**src/mmp_pkg.sv**
```systemverilog
/*
 * constants shared by both ends of the mac port: pin widths, dividers,
 * fifo shape.
 * assumes one core clock of 10 MHz on both ends; link timing is scaled to it.
 */
package mmp_pkg;
    // =====================================================================
    // widths
    localparam int MII_W       = 4;
    localparam int RMII_W      = 2;
    localparam int RX_WORD_W   = 5;
    // =====================================================================
    // timing
    localparam int CORE_PERIOD_NS = 100;
    localparam int MII_PERIOD_NS  = 800;
    // scaled link clock, core cannot reach 25 MHz
    localparam int MII_HALF_CYC   = MII_PERIOD_NS / (2 * CORE_PERIOD_NS);
    localparam int RATE10_DIV     = 10;
    // =====================================================================
    // buffering and mode values
    localparam int FIFO_DEPTH  = 16;
    localparam logic MODE_MII  = 1'b0;
    localparam logic MODE_RMII = 1'b1;
endpackage

```
**src/mmp_if.sv**
```systemverilog
/*
 * pins between the transceiver end and the mac end.
 * assumes the bench drives ref_clk in rmii mode; all other nets have one driver.
 */
`timescale 1ns/10ps
interface mmp_if;
    logic       tx_clk;
    logic       rx_clk;
    logic       ref_clk;
    logic [3:0] txd;
    logic       tx_en;
    logic       tx_er;
    logic [3:0] rxd;
    logic       rx_dv;
    logic       rx_er;
    logic       col_crs_dv;
    logic       crs;

    modport phy (
        output tx_clk,
        output rx_clk,
        input  ref_clk,
        input  txd,
        input  tx_en,
        input  tx_er,
        output rxd,
        output rx_dv,
        output rx_er,
        output col_crs_dv,
        output crs
    );

    modport mac (
        input  tx_clk,
        input  rx_clk,
        input  ref_clk,
        output txd,
        output tx_en,
        output tx_er,
        input  rxd,
        input  rx_dv,
        input  rx_er,
        input  col_crs_dv,
        input  crs
    );
endinterface

```
**src/mmp_phy.sv**
```systemverilog
/*
 * transceiver end of the mac port, with its receive elasticity fifo.
 * assumes line-side signals come from logic on core_clk; mac pins and
 * ref_clk come from outside and are synchronised here.
 */
`timescale 1ns/10ps
module mmp_fifo #(
    parameter int WIDTH = 5,
    parameter int DEPTH = 16
) (
    input  wire logic             core_clk,
    input  wire logic             rst,
    input  wire logic [WIDTH-1:0] in_data,
    input  wire logic             in_valid,
    output logic                  in_ready,
    output logic [WIDTH-1:0]      out_data,
    output logic                  out_valid,
    input  wire logic             out_ready
);
    localparam int AW = $clog2(DEPTH);
    if (DEPTH < 2 || (1 << AW) != DEPTH) begin : g_chk
        $error("fifo depth must be a power of two");
    end
    logic [WIDTH-1:0] mem_q [DEPTH];
    logic [AW:0]      wr_q;
    logic [AW:0]      rd_q;
    logic             push;
    logic             pop;

    assign in_ready  = (wr_q - rd_q) != (AW+1)'(DEPTH);
    assign out_valid = wr_q != rd_q;
    assign out_data  = mem_q[rd_q[AW-1:0]];
    assign push      = in_valid & in_ready;
    assign pop       = out_valid & out_ready;

    always_ff @(posedge core_clk or posedge rst) begin
        if (rst) begin
            wr_q <= '0;
            rd_q <= '0;
        end else begin
            if (push) begin
                wr_q <= wr_q + 1'b1;
            end
            if (pop) begin
                rd_q <= rd_q + 1'b1;
            end
        end
    end

    always_ff @(posedge core_clk) begin
        if (push) begin
            mem_q[wr_q[AW-1:0]] <= in_data;
        end
    end
endmodule

// Notes on behaviour
// - mode fixed by strap, not software
// - phy drives tx clock, mac launches
// - mac holds tx enable per nibble
// - mac raises tx error on errors, in mii mode only
// - phy drives rx data and clock
// - phy raises rx error on errors
// - rmii uses one reference clock
// - rmii carries both line rates
// - crs_dv rises at once on carrier
// - crs_dv falls only on nibble boundaries
// - tail toggles crs_dv per nibble
// - mac splits carrier and valid
// - false carrier keeps crs_dv up
// - rx dibits read 00 before data
// - all rmii pins timed to ref, except the crs_dv rise
// - rx data crosses elasticity fifo
// - rx error still driven in rmii
// - collision pin carries crs_dv
// - carrier sense follows duplex
// - collision when receiving during transmit, in half duplex mii only
module mmp_phy #(
    parameter int HALF_CYC = mmp_pkg::MII_HALF_CYC,
    parameter int FIFO_DEPTH = mmp_pkg::FIFO_DEPTH
) (
    input  wire logic       core_clk,
    input  wire logic       rst,
    input  wire logic       mac_port_mode_strap,
    input  wire logic       speed_100,
    input  wire logic       duplex_full,
    input  wire logic [3:0] line_rx_data,
    input  wire logic       line_rx_err,
    input  wire logic       line_rx_valid,
    output logic            line_rx_ready,
    input  wire logic       line_carrier,
    output logic [3:0]      line_tx_data,
    output logic            line_tx_en,
    output logic            line_tx_err,
    output logic            mode_rmii,
    mmp_if.phy              pins
);
    if (HALF_CYC < 1) begin : g_chk
        $error("half period must be at least one cycle");
    end
    localparam int DIV_W = $clog2(HALF_CYC * mmp_pkg::RATE10_DIV + 1);

    // =====================================================================
    // synchronisers and strap
    logic [1:0] strap_s;
    logic       mode_done_q;
    logic [2:0] ref_s;
    logic [5:0] tx_s1;
    logic [5:0] tx_s2;
    always_ff @(posedge core_clk or posedge rst) begin
        if (rst) begin
            ref_s   <= '0;
            tx_s1   <= '0;
            tx_s2   <= '0;
        end else begin
            ref_s   <= {ref_s[1:0], pins.ref_clk};
            tx_s1   <= {pins.tx_er, pins.tx_en, pins.txd};
            tx_s2   <= tx_s1;
        end
    end

    // no reset: sync already full when reset ends
    always_ff @(posedge core_clk) begin
        strap_s <= {strap_s[0], mac_port_mode_strap};
    end

    always_ff @(posedge core_clk or posedge rst) begin
        if (rst) begin
            mode_done_q <= 1'b0;
            mode_rmii   <= mmp_pkg::MODE_MII;
        end else if (!mode_done_q) begin
            mode_done_q <= 1'b1;
            mode_rmii   <= strap_s[1];
        end
    end

    // =====================================================================
    // clock divider and step enables
    logic [DIV_W-1:0] div_q;
    logic             mii_clk_q;
    logic [3:0]       dec_q;
    logic             mii_rise;
    logic             mii_fall;
    logic             ref_rise;
    logic             rmii_step;
    logic [DIV_W-1:0] half_lim;

    // slower half period at 10 Mb/s
    assign half_lim = speed_100 ? DIV_W'(HALF_CYC - 1) : DIV_W'(HALF_CYC * mmp_pkg::RATE10_DIV - 1);
    assign mii_rise = (div_q == half_lim) & ~mii_clk_q;
    assign mii_fall = (div_q == half_lim) & mii_clk_q;
    assign ref_rise = ref_s[1] & ~ref_s[2];
    // one step per ten ref edges at 10 Mb/s, one per ref edge at 100 Mb/s
    assign rmii_step = ref_rise & (speed_100 | dec_q == 4'(mmp_pkg::RATE10_DIV - 1));

    always_ff @(posedge core_clk or posedge rst) begin
        if (rst) begin
            div_q     <= '0;
            mii_clk_q <= 1'b0;
        end else if (div_q == half_lim) begin
            div_q     <= '0;
            mii_clk_q <= ~mii_clk_q;
        end else begin
            div_q <= div_q + 1'b1;
        end
    end

    always_ff @(posedge core_clk or posedge rst) begin
        if (rst) begin
            dec_q <= '0;
        end else if (ref_rise) begin
            dec_q <= (speed_100 || dec_q == 4'(mmp_pkg::RATE10_DIV - 1)) ? 4'h0 : dec_q + 4'h1;
        end
    end

    assign pins.tx_clk = mii_clk_q;
    assign pins.rx_clk = mii_clk_q;

    // =====================================================================
    // receive path
    logic [4:0] fifo_data;
    logic       fifo_valid;
    logic       fifo_pop;
    logic       rx_phase_q;
    logic [1:0] hi_q;
    logic [3:0] rxd_q;
    logic       dv_q;
    logic       er_q;
    logic       crs_dv_q;
    logic       carrier_prev_q;

    mmp_fifo #(
        .WIDTH (mmp_pkg::RX_WORD_W),
        .DEPTH (FIFO_DEPTH)
    ) u_fifo (
        .core_clk  (core_clk),
        .rst       (rst),
        .in_data   ({line_rx_err, line_rx_data}),
        .in_valid  (line_rx_valid),
        .in_ready  (line_rx_ready),
        .out_data  (fifo_data),
        .out_valid (fifo_valid),
        .out_ready (fifo_pop)
    );

    assign fifo_pop = fifo_valid & (mode_rmii ? (rmii_step & ~rx_phase_q) : mii_fall);

    always_ff @(posedge core_clk or posedge rst) begin
        if (rst) begin
            rxd_q      <= '0;
            dv_q       <= 1'b0;
            er_q       <= 1'b0;
            rx_phase_q <= 1'b0;
            hi_q       <= '0;
        end else if (!mode_rmii && mii_fall) begin
            rxd_q <= fifo_valid ? fifo_data[3:0] : 4'h0;
            dv_q  <= fifo_valid;
            er_q  <= fifo_valid & fifo_data[4];
        end else if (mode_rmii && rmii_step) begin
            // rmii pins move on ref edges
            dv_q <= 1'b0;
            if (rx_phase_q) begin
                rxd_q      <= {2'b00, hi_q};
                rx_phase_q <= 1'b0;
            end else if (fifo_valid) begin
                rxd_q      <= {2'b00, fifo_data[1:0]};
                hi_q       <= fifo_data[3:2];
                er_q       <= fifo_data[4];
                rx_phase_q <= 1'b1;
            end else begin
                rxd_q <= 4'h0;
                er_q  <= 1'b0;
            end
        end
    end

    always_ff @(posedge core_clk or posedge rst) begin
        if (rst) begin
            carrier_prev_q <= 1'b0;
            crs_dv_q       <= 1'b0;
        end else begin
            carrier_prev_q <= line_carrier;
            if (rmii_step) begin
                crs_dv_q <= rx_phase_q ? 1'b1 : line_carrier;
            end else if (line_carrier && !carrier_prev_q) begin
                crs_dv_q <= 1'b1;
            end
        end
    end

    // =====================================================================
    // carrier sense and collision
    logic col_q;
    logic crs_q;
    always_ff @(posedge core_clk or posedge rst) begin
        if (rst) begin
            col_q <= 1'b0;
            crs_q <= 1'b0;
        end else begin
            crs_q <= line_carrier | (tx_s2[4] & ~duplex_full);
            col_q <= ~duplex_full & line_carrier & tx_s2[4];
        end
    end

    assign pins.rxd   = rxd_q;
    assign pins.rx_dv = dv_q & ~mode_rmii;
    assign pins.rx_er = er_q;
    assign pins.crs   = crs_q & ~mode_rmii;
    assign pins.col_crs_dv = mode_rmii ? crs_dv_q : col_q;

    // =====================================================================
    // transmit path, no buffering
    logic       tx_phase_q;
    logic [1:0] tx_lo_q;
    always_ff @(posedge core_clk or posedge rst) begin
        if (rst) begin
            line_tx_data <= '0;
            line_tx_en   <= 1'b0;
            line_tx_err  <= 1'b0;
            tx_phase_q   <= 1'b0;
            tx_lo_q      <= '0;
        end else if (!mode_rmii && mii_rise) begin
            line_tx_data <= tx_s2[3:0];
            line_tx_en   <= tx_s2[4];
            line_tx_err  <= tx_s2[5];
        end else if (mode_rmii && rmii_step) begin
            line_tx_err <= 1'b0;
            if (!tx_s2[4]) begin
                line_tx_en <= 1'b0;
                tx_phase_q <= 1'b0;
            end else if (!tx_phase_q) begin
                tx_lo_q    <= tx_s2[1:0];
                tx_phase_q <= 1'b1;
                line_tx_en <= 1'b0;
            end else begin
                line_tx_data <= {tx_s2[1:0], tx_lo_q};
                line_tx_en   <= 1'b1;
                tx_phase_q   <= 1'b0;
            end
        end else begin
            line_tx_en <= line_tx_en & ~mode_rmii;
        end
    end
endmodule

```
**src/flat_wrapper.sv**
```systemverilog
// flat-port wrapper written by rule: the top's interface ports become plain ports
module mmp_phy_flat 
#(
    parameter int HALF_CYC = mmp_pkg::MII_HALF_CYC,
    parameter int FIFO_DEPTH = mmp_pkg::FIFO_DEPTH
)
  (core_clk, rst, mac_port_mode_strap, speed_100, duplex_full, line_rx_data, line_rx_err, line_rx_valid, line_rx_ready, line_carrier, line_tx_data, line_tx_en, line_tx_err, mode_rmii, pins_tx_clk, pins_rx_clk, pins_ref_clk, pins_txd, pins_tx_en, pins_tx_er, pins_rxd, pins_rx_dv, pins_rx_er, pins_col_crs_dv, pins_crs);
  mmp_if pins_i ();
  input  wire logic core_clk;
  input  wire logic rst;
  input  wire logic mac_port_mode_strap;
  input  wire logic speed_100;
  input  wire logic duplex_full;
  input  wire logic [3:0] line_rx_data;
  input  wire logic line_rx_err;
  input  wire logic line_rx_valid;
  output logic line_rx_ready;
  input  wire logic line_carrier;
  output logic [3:0] line_tx_data;
  output logic line_tx_en;
  output logic line_tx_err;
  output logic mode_rmii;
  output wire logic [$bits(pins_i.tx_clk)-1:0] pins_tx_clk;
  output wire logic [$bits(pins_i.rx_clk)-1:0] pins_rx_clk;
  input wire logic [$bits(pins_i.ref_clk)-1:0] pins_ref_clk;
  input wire logic [$bits(pins_i.txd)-1:0] pins_txd;
  input wire logic [$bits(pins_i.tx_en)-1:0] pins_tx_en;
  input wire logic [$bits(pins_i.tx_er)-1:0] pins_tx_er;
  output wire logic [$bits(pins_i.rxd)-1:0] pins_rxd;
  output wire logic [$bits(pins_i.rx_dv)-1:0] pins_rx_dv;
  output wire logic [$bits(pins_i.rx_er)-1:0] pins_rx_er;
  output wire logic [$bits(pins_i.col_crs_dv)-1:0] pins_col_crs_dv;
  output wire logic [$bits(pins_i.crs)-1:0] pins_crs;
  assign pins_tx_clk = pins_i.tx_clk;
  assign pins_rx_clk = pins_i.rx_clk;
  assign pins_i.ref_clk = pins_ref_clk;
  assign pins_i.txd = pins_txd;
  assign pins_i.tx_en = pins_tx_en;
  assign pins_i.tx_er = pins_tx_er;
  assign pins_rxd = pins_i.rxd;
  assign pins_rx_dv = pins_i.rx_dv;
  assign pins_rx_er = pins_i.rx_er;
  assign pins_col_crs_dv = pins_i.col_crs_dv;
  assign pins_crs = pins_i.crs;
  mmp_phy #(.HALF_CYC(HALF_CYC), .FIFO_DEPTH(FIFO_DEPTH)) u_core (.core_clk(core_clk), .rst(rst), .mac_port_mode_strap(mac_port_mode_strap), .speed_100(speed_100), .duplex_full(duplex_full), .line_rx_data(line_rx_data), .line_rx_err(line_rx_err), .line_rx_valid(line_rx_valid), .line_rx_ready(line_rx_ready), .line_carrier(line_carrier), .line_tx_data(line_tx_data), .line_tx_en(line_tx_en), .line_tx_err(line_tx_err), .mode_rmii(mode_rmii), .pins(pins_i));
endmodule
```
**config.mk**
```make
export PLATFORM = sky130hd
export DESIGN_NAME = mmp_phy_flat
export DESIGN_NICKNAME = d
export VERILOG_FILES = /design/src/mmp_pkg.sv /design/src/mmp_if.sv /design/src/mmp_phy.sv /design/src/flat_wrapper.sv
export SDC_FILE = /design/constraint.sdc
export NUM_CORES = 1
export LEC_CHECK = 0
export BUFFER_PORTS_ARGS = -buffer_cell sky130_fd_sc_hd__buf_2
export CORE_ASPECT_RATIO = 1.2
export CORE_MARGIN = 5
export CORE_UTILIZATION = 45
export CTS_BUF_LIST = sky130_fd_sc_hd__clkbuf_4
export DETAILED_ROUTE_END_ITERATION = 16
export PLACE_DENSITY_LB_ADDON = 0.15
export SYNTH_ARGS = -nofsm -noshare
export SYNTH_HDL_FRONTEND = slang
export SYNTH_HIERARCHICAL = 1
export SYNTH_SLANG_ARGS = --single-unit
```
**constraint.sdc**
```tcl
create_clock -name core_clk -period 3.5 [get_ports core_clk]
set_input_delay 0.525 -clock core_clk [delete_from_list [all_inputs] [get_ports core_clk]]
set_output_delay 0.525 -clock core_clk [all_outputs]
set_load 0.01 [all_outputs]
```
==> flow_summary_export.csv, run 1 <==
group,metric,value,unit
run_status,outcome,"complete, no violations",
power,power_density,764,nW/µm²
power,leakage,2.61,nW
critical_path,slowest_delay,530,ps
timing,min_period,3220,ps
timing,hold_viol,0,
detailed_routing,wl_per_cell,18.1,µm
synth,ys_top_cells_by_area,"edfxtp_1 (39%), dfrtp_1 (25%), mux4_2 (7.4%), mux2_2 (2.6%), ha_1 (2.5%)",
detailed_routing,vias,3408,
clock_tree,clk_pin_slew,120,ps
synth,async_reset_ff_frac,0.423,
detailed_routing,drc,0,
synth,synth_seq_cells,142,
timing,setup-tns-final,0,ps
synth,synth_top_area_cell,"edfxtp_1",
timing,clock.fmax,0.311,GHz
timing,period_share,0.920,
global_routing,antenna_found_initial,0,
place,place_hpwl,8240,µm
synth,synth_edf_count,80,
critical_path,r2r-start,"u_core/u_fifo/wr_q[2]$_DFFE_PP0P_",
hold_path,worstHoldStart,"pins_txd[0]",
floorplan,initial_core_util,0.460,
hold_path,hold_class,"in2reg",
floorplan,io_pins,37,
critical_path,cp_max_fo,10,
synth,synthCells,403,
run,drv_cap,0,
global_routing,grt_pass1_vias,3526,
floorplan,die_area,16000,µm²
floorplan,dieHeight,137,µm
detailed_routing,firstDrtPassIters,4,
detailed_routing,totalWireLength,11500,µm
timing,setup_viol_count_final,0,
synth,syn_area,6090,µm²
critical_path,crit_buf_inv,2,
synth,yosysMostFrequentCell,"edfxtp_1",
clock_tree,clock-sinks,142,
clock_tree,cts_buffers,17,
critical_path,arrival,2690,ps
detailed_routing,viasPerCell,5.36,
floorplan,core-area,13200,µm²
critical_path,critPathKind,"reg2out",
critical_path,path_cells,"ha_1 > nand2_1 > o21bai_1 > a211o_1 > a21oi_4 > inv_2 > buf_2",
hold_path,whs_path_depth,1,
critical_path,required,2970,ps
floorplan,die_x,116,µm
layout,nFillCells,1152,
critical_path,regToRegEndpoint,"u_core/u_fifo/mem_q[5][1]$_DFFE_PP_",
floorplan,rows,46,
critical_path,crit_path_end_kind,"output port",
hold_path,min_to,"u_core/tx_s1[0]$_DFF_PP0_",
clock_tree,cts_max_level,4,
global_routing,gr-usage-all-layers,0.158,
synth,synth_top_flop_cell,"edfxtp_1",
layout,n_antenna_cell,0,
global_routing,grt_first_pass_wirelength,18600,µm
critical_path,cp-start-kind,"flop",
global_routing,grt_max_degree,51,
layout,multiInputGateArea,1970,µm²
detailed_routing,drtIter0Drc,244,
clock_tree,cts_buffer_depth,2,
clock_tree,cts_resized,0,
synth,synthTopCellsByCount,"edfxtp_1 (80), dfrtp_1 (60), nand2_1 (37), inv_1 (20), mux4_2 (20)",
clock_tree,clkLatencyLatePin,540,ps
detailed_routing,detail-route-antenna-nets,0,
layout,regArea,3940,µm²
synth,synth_cell_types,63,
global_routing,grt_overflow_total,0,
synth,synth_warnings,6,
timing,rsz0062_at_grt,"false",
layout,drive_gt1_frac,0.291,
synth,synth_top_area_share,0.395,
timing,fin_worst_skew,16.8,ps
power,ir_drop,319,µV
timing,max_slew_margin,0.328,
clock_tree,ctsRootBufferMaster,"clkbuf_4",
clock_tree,cts_tree,"done",
layout,nets,488,
synth,avgSynthCellArea,15.1,µm²
layout,final_area,6730,µm²
timing,worstMarginPinSlew,1010,ps
place,io_buffers,36,
critical_path,cpMaxStageDelayCell,"dfrtp_1",
synth,ys_seq_area_frac,0.648,
place,dpl_cell_area,6460,µm²
critical_path,reg2reg_slack,550,ps
synth,syn_nets,434,
place,place.gp.congestion,0.898,
timing,slew_violations,0,
layout,syn_to_final_growth,10.6,%
critical_path,rr_worst_depth,7,
critical_path,path_delay_family,"compound AO/OA/AOI/OAI gates",
==> kinds of logic after synthesis <==
| group | Yosys count | share of synthesized area |
|---|---|---|
| AND/OR/NAND/NOR | 108 | 0.0939 |
| multiplexers | 38 | 0.107 |
| adder cells (fa/ha/maj) | 12 | 0.0247 |
| flip-flops | 142 | 0.648 |
| buffers and inverters | 36 | 0.0288 |
| other | 1 | 0.000616 |
| AO/OA/AOI/OAI | 52 | 0.0756 |
| XOR/XNOR | 14 | 0.0214 |
==> where the power goes <==
part	leakage, nW	switching [mW]	internal, mW
Sequential	1.47	0.221	2.07
Clock	0.131	0.560	0.368
Combinational	1.01	1.07	0.853
==> registers in the layout, indices dropped and copies added, names as in the netlist, 2 cells and up <==
name                 flops
u_core/u_fifo/mem_q     80
u_core/line_tx_data      4
u_core/dec_q             4
u_core/ref_s             3
u_core/hi_q              2
u_core/pins.rxd          4
u_core/u_fifo/rd_q       5
u_core/u_fifo/wr_q       5
u_core/tx_lo_q           2
u_core/strap_s           2
u_core/tx_s1             6
u_core/tx_s2             6
u_core/div_q             6
==> per-layer routing <==
metal	GRT usage	vias up	share of wire	wire length (µm)
met5	0	-	0	0
met4	0.0703	0	0.021	244
met3	0.0404	18	0.039	448
met2	0.263	67	0.51	5890
met1	0.194	1716	0.43	4950
li1	-	1607	-	-
==> area by class of cell <==
type | instances | area share
well taps | 168 | 0.0312
inverters | 21 | 0.0117
multi-input cells | 225 | 0.292
flip-flops and latches | 142 | 0.586
clock inverters | 10 | 0.0139
clock buffers | 20 | 0.0223
repair buffers | 50 | 0.0427
==> how the worst max path moves through the flow <==
stage                                      startpoint                                  end  slack (ps)  depth (start not counted)
floorplan           u_core/u_fifo/rd_q[2]$_DFFE_PP0P_  u_core/u_fifo/mem_q[0][0]$_DFFE_PP_         560                         10
global placement    u_core/u_fifo/rd_q[3]$_DFFE_PP0P_                        line_rx_ready         810                          8
detailed placement  u_core/u_fifo/wr_q[2]$_DFFE_PP0P_  u_core/u_fifo/mem_q[5][2]$_DFFE_PP_         680                          6
CTS                 u_core/u_fifo/wr_q[2]$_DFFE_PP0P_                        line_rx_ready          90                          7
global route        u_core/u_fifo/rd_q[3]$_DFFE_PP0P_                        line_rx_ready         100                          8
finish              u_core/u_fifo/wr_q[2]$_DFFE_PP0P_                        line_rx_ready         280                          7
==> metrics by stage <==
step                      total power [mW]  hold WS [ps]  worst slack, ps  std cells   util
final                                 5.15          76.8              282        636  0.509
after global routing                  5.48          17.1              102        636  0.509
after CTS                             5.18          20.5             92.1        633  0.507
after detailed placement              4.26           319              684        602  0.488
after global placement                4.22           319              810        602  0.488
after floorplan                       3.80           310              557        403      -
==> placed cells by master, fill, tap and decap left out, types with 3 or more instances in the layout <==
master,n
nand2b_1,3
buf_4,13
a21oi_1,6
ha_1,12
nor4_1,4
buf_2,36
xor2_1,3
mux2_2,14
nand2_1,37
xnor2_1,10
nand4_1,4
o21ai_0,11
and3_1,5
edfxtp_1,80
a31oi_1,5
mux2i_1,3
nor3_1,14
nor2_1,11
mux4_2,20
clkinvlp_4,3
nor2b_1,4
and2b_2,3
inv_1,19
clkinv_2,3
nand3b_1,3
o211a_1,3
clkbuf_4,20
nand3_1,11
a21o_1,3
dfrtp_1,60
==> repair_timing <==
item                                    4_1_cts  5_1_grt
buffers inserted                              0        3
hold endpoints to repair                     10        0
endpoints found under the setup margin        0        1
hold buffers                                  1        0
(Power assumes the default switching activity.)
==> run 2, diff against run 1 <==
Settings changed: MAX_ROUTING_LAYER set to met4, SYNTH_HIERARCHICAL 1 to unset.
==> flow_summary_export.csv, run 2 <==
group,metric,value,unit
floorplan,die_x,114,µm
critical_path,critPathKind,"reg2out",
clock_tree,cts_setup_buffers,0,
run_status,outcome,"complete, no violations",
detailed_routing,drc,0,
floorplan,core-area,12700,µm²
critical_path,crit_path_end_kind,"output port",
layout,nets,445,
synth,synth_top_flop_cell,"edfxtp_1",
power,pwr-share-clk,0.203,
detailed_routing,totalWireLength,11200,µm
place,place.gp.congestion,0.810,
timing,hold_viol,0,
critical_path,slowest_delay,520,ps
synth,ys_seq_area_frac,0.673,
floorplan,initial_core_util,0.460,
detailed_routing,detail-route-antenna-nets,0,
layout,nFillCells,1103,
timing,clock.fmax,0.333,GHz
global_routing,grt_first_pass_wirelength,17800,µm
timing,worstMarginPinSlew,799,ps
timing,min_period,3000,ps
detailed_routing,wl_per_cell,18.9,µm
timing,fin_worst_skew,22.4,ps
clock_tree,clkLatencyLatePin,540,ps
place,place_hpwl,7850,µm
floorplan,io_pins,37,
timing,slew_violations,0,
global_routing,grt_pass1_vias,3209,
clock_tree,cts_buffers,17,
power,finalPower,4.54,mW
global_routing,antenna_found_initial,1,
floorplan,rows,45,
power,leakage,2.58,nW
synth,syn_area,5860,µm²
global_routing,gr-usage-all-layers,0.163,
clock_tree,clock-sinks,142,
place,dpl_cell_area,6200,µm²
global_routing,grt_max_degree,32,
layout,drive_gt1_frac,0.279,
run,drv_cap,0,
synth,synth_warnings,0,
detailed_routing,drtIter0Drc,148,
timing,setup-tns-final,0,ps
clock_tree,cts_hold_buf,0,
clock_tree,cts_max_level,4,
layout,layout_commonest_cell,"edfxtp_1",
detailed_routing,firstDrtPassIters,4,
power,switching_share,0.335,
global_routing,grt_overflow_total,0,
clock_tree,cts_resized,0,
layout,syn_to_final_growth,10.1,%
floorplan,die_area,15400,µm²
layout,largest_reg_flops,80,
layout,fin_util,0.507,
power,power_density,704,nW/µm²
clock_tree,cts_tree,"done",
detailed_routing,vias,3126,
timing,period_share,0.857,
layout,final_cell_mix,"edfxtp_1 (80), dfrtp_1 (60), buf_2 (36)",
synth,avgSynthCellArea,16.0,µm²
synth,synth_top_area_share,0.410,
power,ir_drop,295,µV
power,power.switching,1.52,mW
power,power_frac_seq,0.497,
power,p_comb_frac,0.300,
critical_path,path_common_cell,"a211o_1",
synth,synthCells,367,
synth,synth_edf_count,80,
synth,syn_nets,398,
clock_tree,cts_buffer_depth,2,
floorplan,dieHeight,135,µm
clock_tree,clk_pin_slew,120,ps
synth,synth_cell_types,58,
critical_path,cp-start-kind,"flop",
critical_path,path_cells,"ha_1 > a21oi_1 > a211o_1 > a211o_1 > buf_2",
power,p_int,3.02,mW
critical_path,required,2970,ps
detailed_routing,viasPerCell,5.27,
place,io_buffers,36,
synth,synth_top_area_cell,"edfxtp_1",
timing,holdWs,83.0,ps
timing,max_slew_margin,0.463,
critical_path,arrival,2480,ps
hold_path,hold_class,"in2async",
timing,rsz0062_at_grt,"false",
clock_tree,ctsRootBufferMaster,"clkbuf_4",
layout,final_area,6450,µm²
critical_path,cpMaxStageDelayCell,"dfrtp_1",
timing,setup_viol_count_final,0,
synth,async_reset_ff_frac,0.423,
synth,ys_top_cells_by_area,"edfxtp_1 (41%), dfrtp_1 (26%), mux4_2 (7.7%), ha_1 (2.6%), mux2_2 (2.5%)",
synth,synthTopCellsByCount,"edfxtp_1 (80), dfrtp_1 (60), nor2_1 (24), mux4_2 (20)",
critical_path,cp_max_fo,10,
synth,yosysMostFrequentCell,"edfxtp_1",
synth,synth_seq_cells,142,
## run 2: final cells by class
cell class / count / area (µm²) / share of cell area
Sequential cell: 142 / 3940 / 0.611
Multi-Input combinational cell: 196 / 1780 / 0.276
Timing Repair Buffer: 40 / 210 / 0.0326
Tap cell: 164 / 205 / 0.0318
Clock buffer: 19 / 143 / 0.0221
Clock inverter: 13 / 100 / 0.0155
Inverter: 17 / 63.8 / 0.00989
Antenna cell: 2 / 5.00 / 0.000776
## run 2: final timing paths
| kind | to | cells after the start | slack [ps] | start |
|---|---|---|---|---|
| worst min register to register | u_core.strap_s[1]$_DFF_P_ | 0 | 340 | u_core.strap_s[0]$_DFF_P_ |
| min in group core_clk | u_core.tx_s1[0]$_DFF_PP0_ | 1 | 90 | pins_txd[0] |
| worst max-delay path | line_rx_ready | 5 | 500 | u_core.u_fifo.wr_q[2]$_DFFE_PP0P_ |
| max in group asynchronous | u_core.pins.rx_er$_DFFE_PP0P_ | 3 | 2650 | rst |
| worst max register to register | u_core.u_fifo.mem_q[1][1]$_DFFE_PP_ | 6 | 750 | u_core.u_fifo.wr_q[2]$_DFFE_PP0P_ |
| worst min-delay path | u_core.tx_s1[3]$_DFF_PP0_ | 2 | 80 | rst |
## run 2: critical path, delay by kind of cell, from the launching register on
kind / cells / cell delay (ps)
flip-flops: 1 / 520
adder cells (fa/ha/maj): 1 / 410
buffers and inverters: 1 / 190
AO/OA/AOI/OAI: 3 / 820
## run 2: logic make-up (layout without fill, tap and decap cells)
logic type / Yosys count / after routing / synth area share
buffers and inverters: 29 / 89 / 0.0231
AND/OR/NAND/NOR: 87 / 87 / 0.0816
AO/OA/AOI/OAI: 43 / 43 / 0.0592
XOR/XNOR: 17 / 17 / 0.0278
multiplexers: 36 / 36 / 0.109
adder cells (fa/ha/maj): 12 / 12 / 0.0256
other: 1 / 3 / 0.000640
flip-flops: 142 / 142 / 0.673
## run 2: layer usage
metal  GRT usage  routed length (µm)  vias up
met3      0.0412                 363       15
met1       0.196                4870     1591
li1            -                   -     1473
met2       0.263                5790       47
met5           -                   0        -
met4      0.0653                 206        0
## run 2: power by group through the flow
| stage | combinational [mW] | sequential, mW | clock, mW |
|---|---|---|---|
| finish | 1.36 | 2.26 | 0.924 |
| global route | 1.49 | 2.30 | 1.01 |
| CTS | 1.39 | 2.26 | 0.957 |
| detailed placement | 1.39 | 2.30 | 0 |
| global placement | 1.36 | 2.29 | 0 |
| floorplan | 1.03 | 2.24 | 0 |
## run 2: metrics by stage
stage,setup slack [ps],std cells
floorplan,1000,367
global placement,846,559
CTS,450,591
detailed placement,733,559
global route,373,593
finish,500,593
==> run 3, diff against run 2 <==
Settings changed: CAP_MARGIN set to 5, CTS_CLUSTER_DIAMETER set to 40.
Clock period 3.5 ns to 2.5 ns, I/O delays scaled along.
==> flow_summary_export.csv, run 3 (synthesis results as in run 2) <==
group,metric,value,unit
run_status,outcome,"complete, no violations",
floorplan,initial_core_util,0.460,
global_routing,grt_overflow_total,0,
layout,nFillCells,1081,
clock_tree,cts_max_level,4,
layout,instances_no_fill,627,
power,power_density,1010,nW/µm²
run,drv_cap,0,
layout,syn_to_final_growth,16.7,%
timing,max_slew_margin,0.485,
timing,min_period,2480,ps
floorplan,die_area,15400,µm²
detailed_routing,viasPerCell,5.19,
clock_tree,clk_pin_slew,120,ps
clock_tree,ctsRootBufferMaster,"clkbuf_4",
critical_path,cpMaxStageDelayCell,"dfrtp_1",
floorplan,rows,45,
clock_tree,cts_tree,"done",
clock_tree,cts_buffers,17,
timing,slew_violations,0,
layout,final_cell_mix,"edfxtp_1 (80), dfrtp_1 (59), buf_2 (35)",
layout,multiInputGateArea,1820,µm²
layout,n_antenna_cell,0,
timing,hold_viol,0,
critical_path,slowest_delay,390,ps
detailed_routing,vias,3256,
place,io_buffers,36,
power,ir_drop,417,µV
detailed_routing,drtIter0Drc,205,
place,place.gp.congestion,0.745,
detailed_routing,firstDrtPassIters,4,
layout,drive_gt1_frac,0.343,
timing,rsz0062_at_grt,"true",
detailed_routing,drc,0,
critical_path,critPathKind,"reg2out",
floorplan,io_pins,37,
global_routing,grt_first_pass_wirelength,18700,µm
critical_path,cp_max_fo,4,
timing,period_share,0.993,
place,dp_cells,577,
clock_tree,cts_buffer_depth,2,
detailed_routing,wl_per_cell,18.1,µm
floorplan,dieHeight,135,µm
critical_path,cp-start-kind,"flop",
place,place_hpwl,7730,µm
clock_tree,clock-sinks,142,
critical_path,required,2120,ps
timing,worstMarginPinSlew,772,ps
clock_tree,clkLatencyLatePin,520,ps
critical_path,arrival,2110,ps
layout,largest_reg_flops,80,
layout,regArea,3950,µm²
layout,nets,481,
critical_path,crit_buf_inv,2,
global_routing,antenna_found_initial,0,
detailed_routing,detail-route-antenna-nets,0,
critical_path,path_delay_family,"compound AO/OA/AOI/OAI gates",
timing,setup_viol_count_final,0,
critical_path,reg2reg_slack,60,ps
detailed_routing,totalWireLength,11400,µm
timing,clock.fmax,0.403,GHz
hold_path,hold_class,"in2async",
layout,fin_util,0.537,
critical_path,crit_path_end_kind,"output port",
global_routing,grt_max_degree,61,
layout,layout_commonest_cell,"edfxtp_1",
floorplan,die_x,114,µm
global_routing,gr-usage-all-layers,0.167,
power,leakage,2.78,nW
critical_path,path_cells,"inv_2 > ha_4 > nand3b_1 > a211o_1 > a211o_4 > buf_6",
floorplan,core-area,12700,µm²
global_routing,grt_pass1_vias,3437,
timing,fin_worst_skew,14.1,ps
## run 3: final timing paths
kind                                                    from                             endpoint  cells after the start
setup / recovery           u_core.u_fifo.rd_q[2]$_DFFE_PP0P_                        line_rx_ready                      6
hold / removal                                           rst            u_core.tx_s1[3]$_DFF_PP0_                      3
setup reg to reg           u_core.u_fifo.rd_q[2]$_DFFE_PP0P_  u_core.u_fifo.mem_q[2][3]$_DFFE_PP_                     10
hold reg to reg                    u_core.strap_s[0]$_DFF_P_            u_core.strap_s[1]$_DFF_P_                      0
max in group asynchronous                                rst    u_core.u_fifo.wr_q[0]$_DFFE_PP0P_                      3
min in group core_clk                              speed_100          u_core.dec_q[3]$_DFFE_PP0P_                      2
## run 3: per-layer routing
| layer | vias to the layer above | GRT usage | wire length [µm] |
|---|---|---|---|
| li1 | 1542 | - | - |
| met1 | 1648 | 0.196 | 4730 |
| met2 | 52 | 0.281 | 6110 |
| met3 | 14 | 0.0399 | 350 |
| met4 | 0 | 0.0554 | 171 |
| met5 | - | - | 0 |
## run 3: metrics by stage
| step | area (µm²) | setup TNS (ps) | hold WS, ps | power (mW) | worst slack [ps] |
|---|---|---|---|---|---|
| CTS | 6830 | -42.1 | 10.5 | 6.93 | -42.1 |
| detailed placement | 6340 | 0 | 312 | 5.20 | 144 |
| global placement | 6340 | 0 | 317 | 5.17 | 193 |
| global route | 6840 | -262 | 15.2 | 7.34 | -111 |
| floorplan | 5860 | 0 | 310 | 4.58 | 2.86 |
| finish | 6840 | 0 | 35.1 | 6.88 | 18.0 |
## run 3: cell type report
class,count,area share
inverters,17,0.00933
repair buffers,76,0.0745
flip-flops and latches,142,0.577
well taps,164,0.0300
clock inverters,15,0.0247
clock buffers,17,0.0187
multi-input cells,196,0.266
## run 3: repair_timing
action,CTS,global route
setup buffers,9,1
endpoints found under the hold margin,9,0
hold buffers,9,0
pin swaps,6,3
resized for setup,10,1
endpoints found under the setup margin,1,51
## run 3: worst register-to-register path: stages (launching register included)
cell and delay (ps):
dfrtp_1 390, inv_2 60, ha_4 280, nand3b_1 100, a211o_1 290, a211o_4 340
buf_4 150, buf_4 150, nand3_1 210, nor3_1 80, buf_4 160
## run 3: report_power, final
group          internal [mW]  switching (mW)
Combinational           1.11            1.15
Sequential              2.86           0.253
Clock                  0.691           0.819
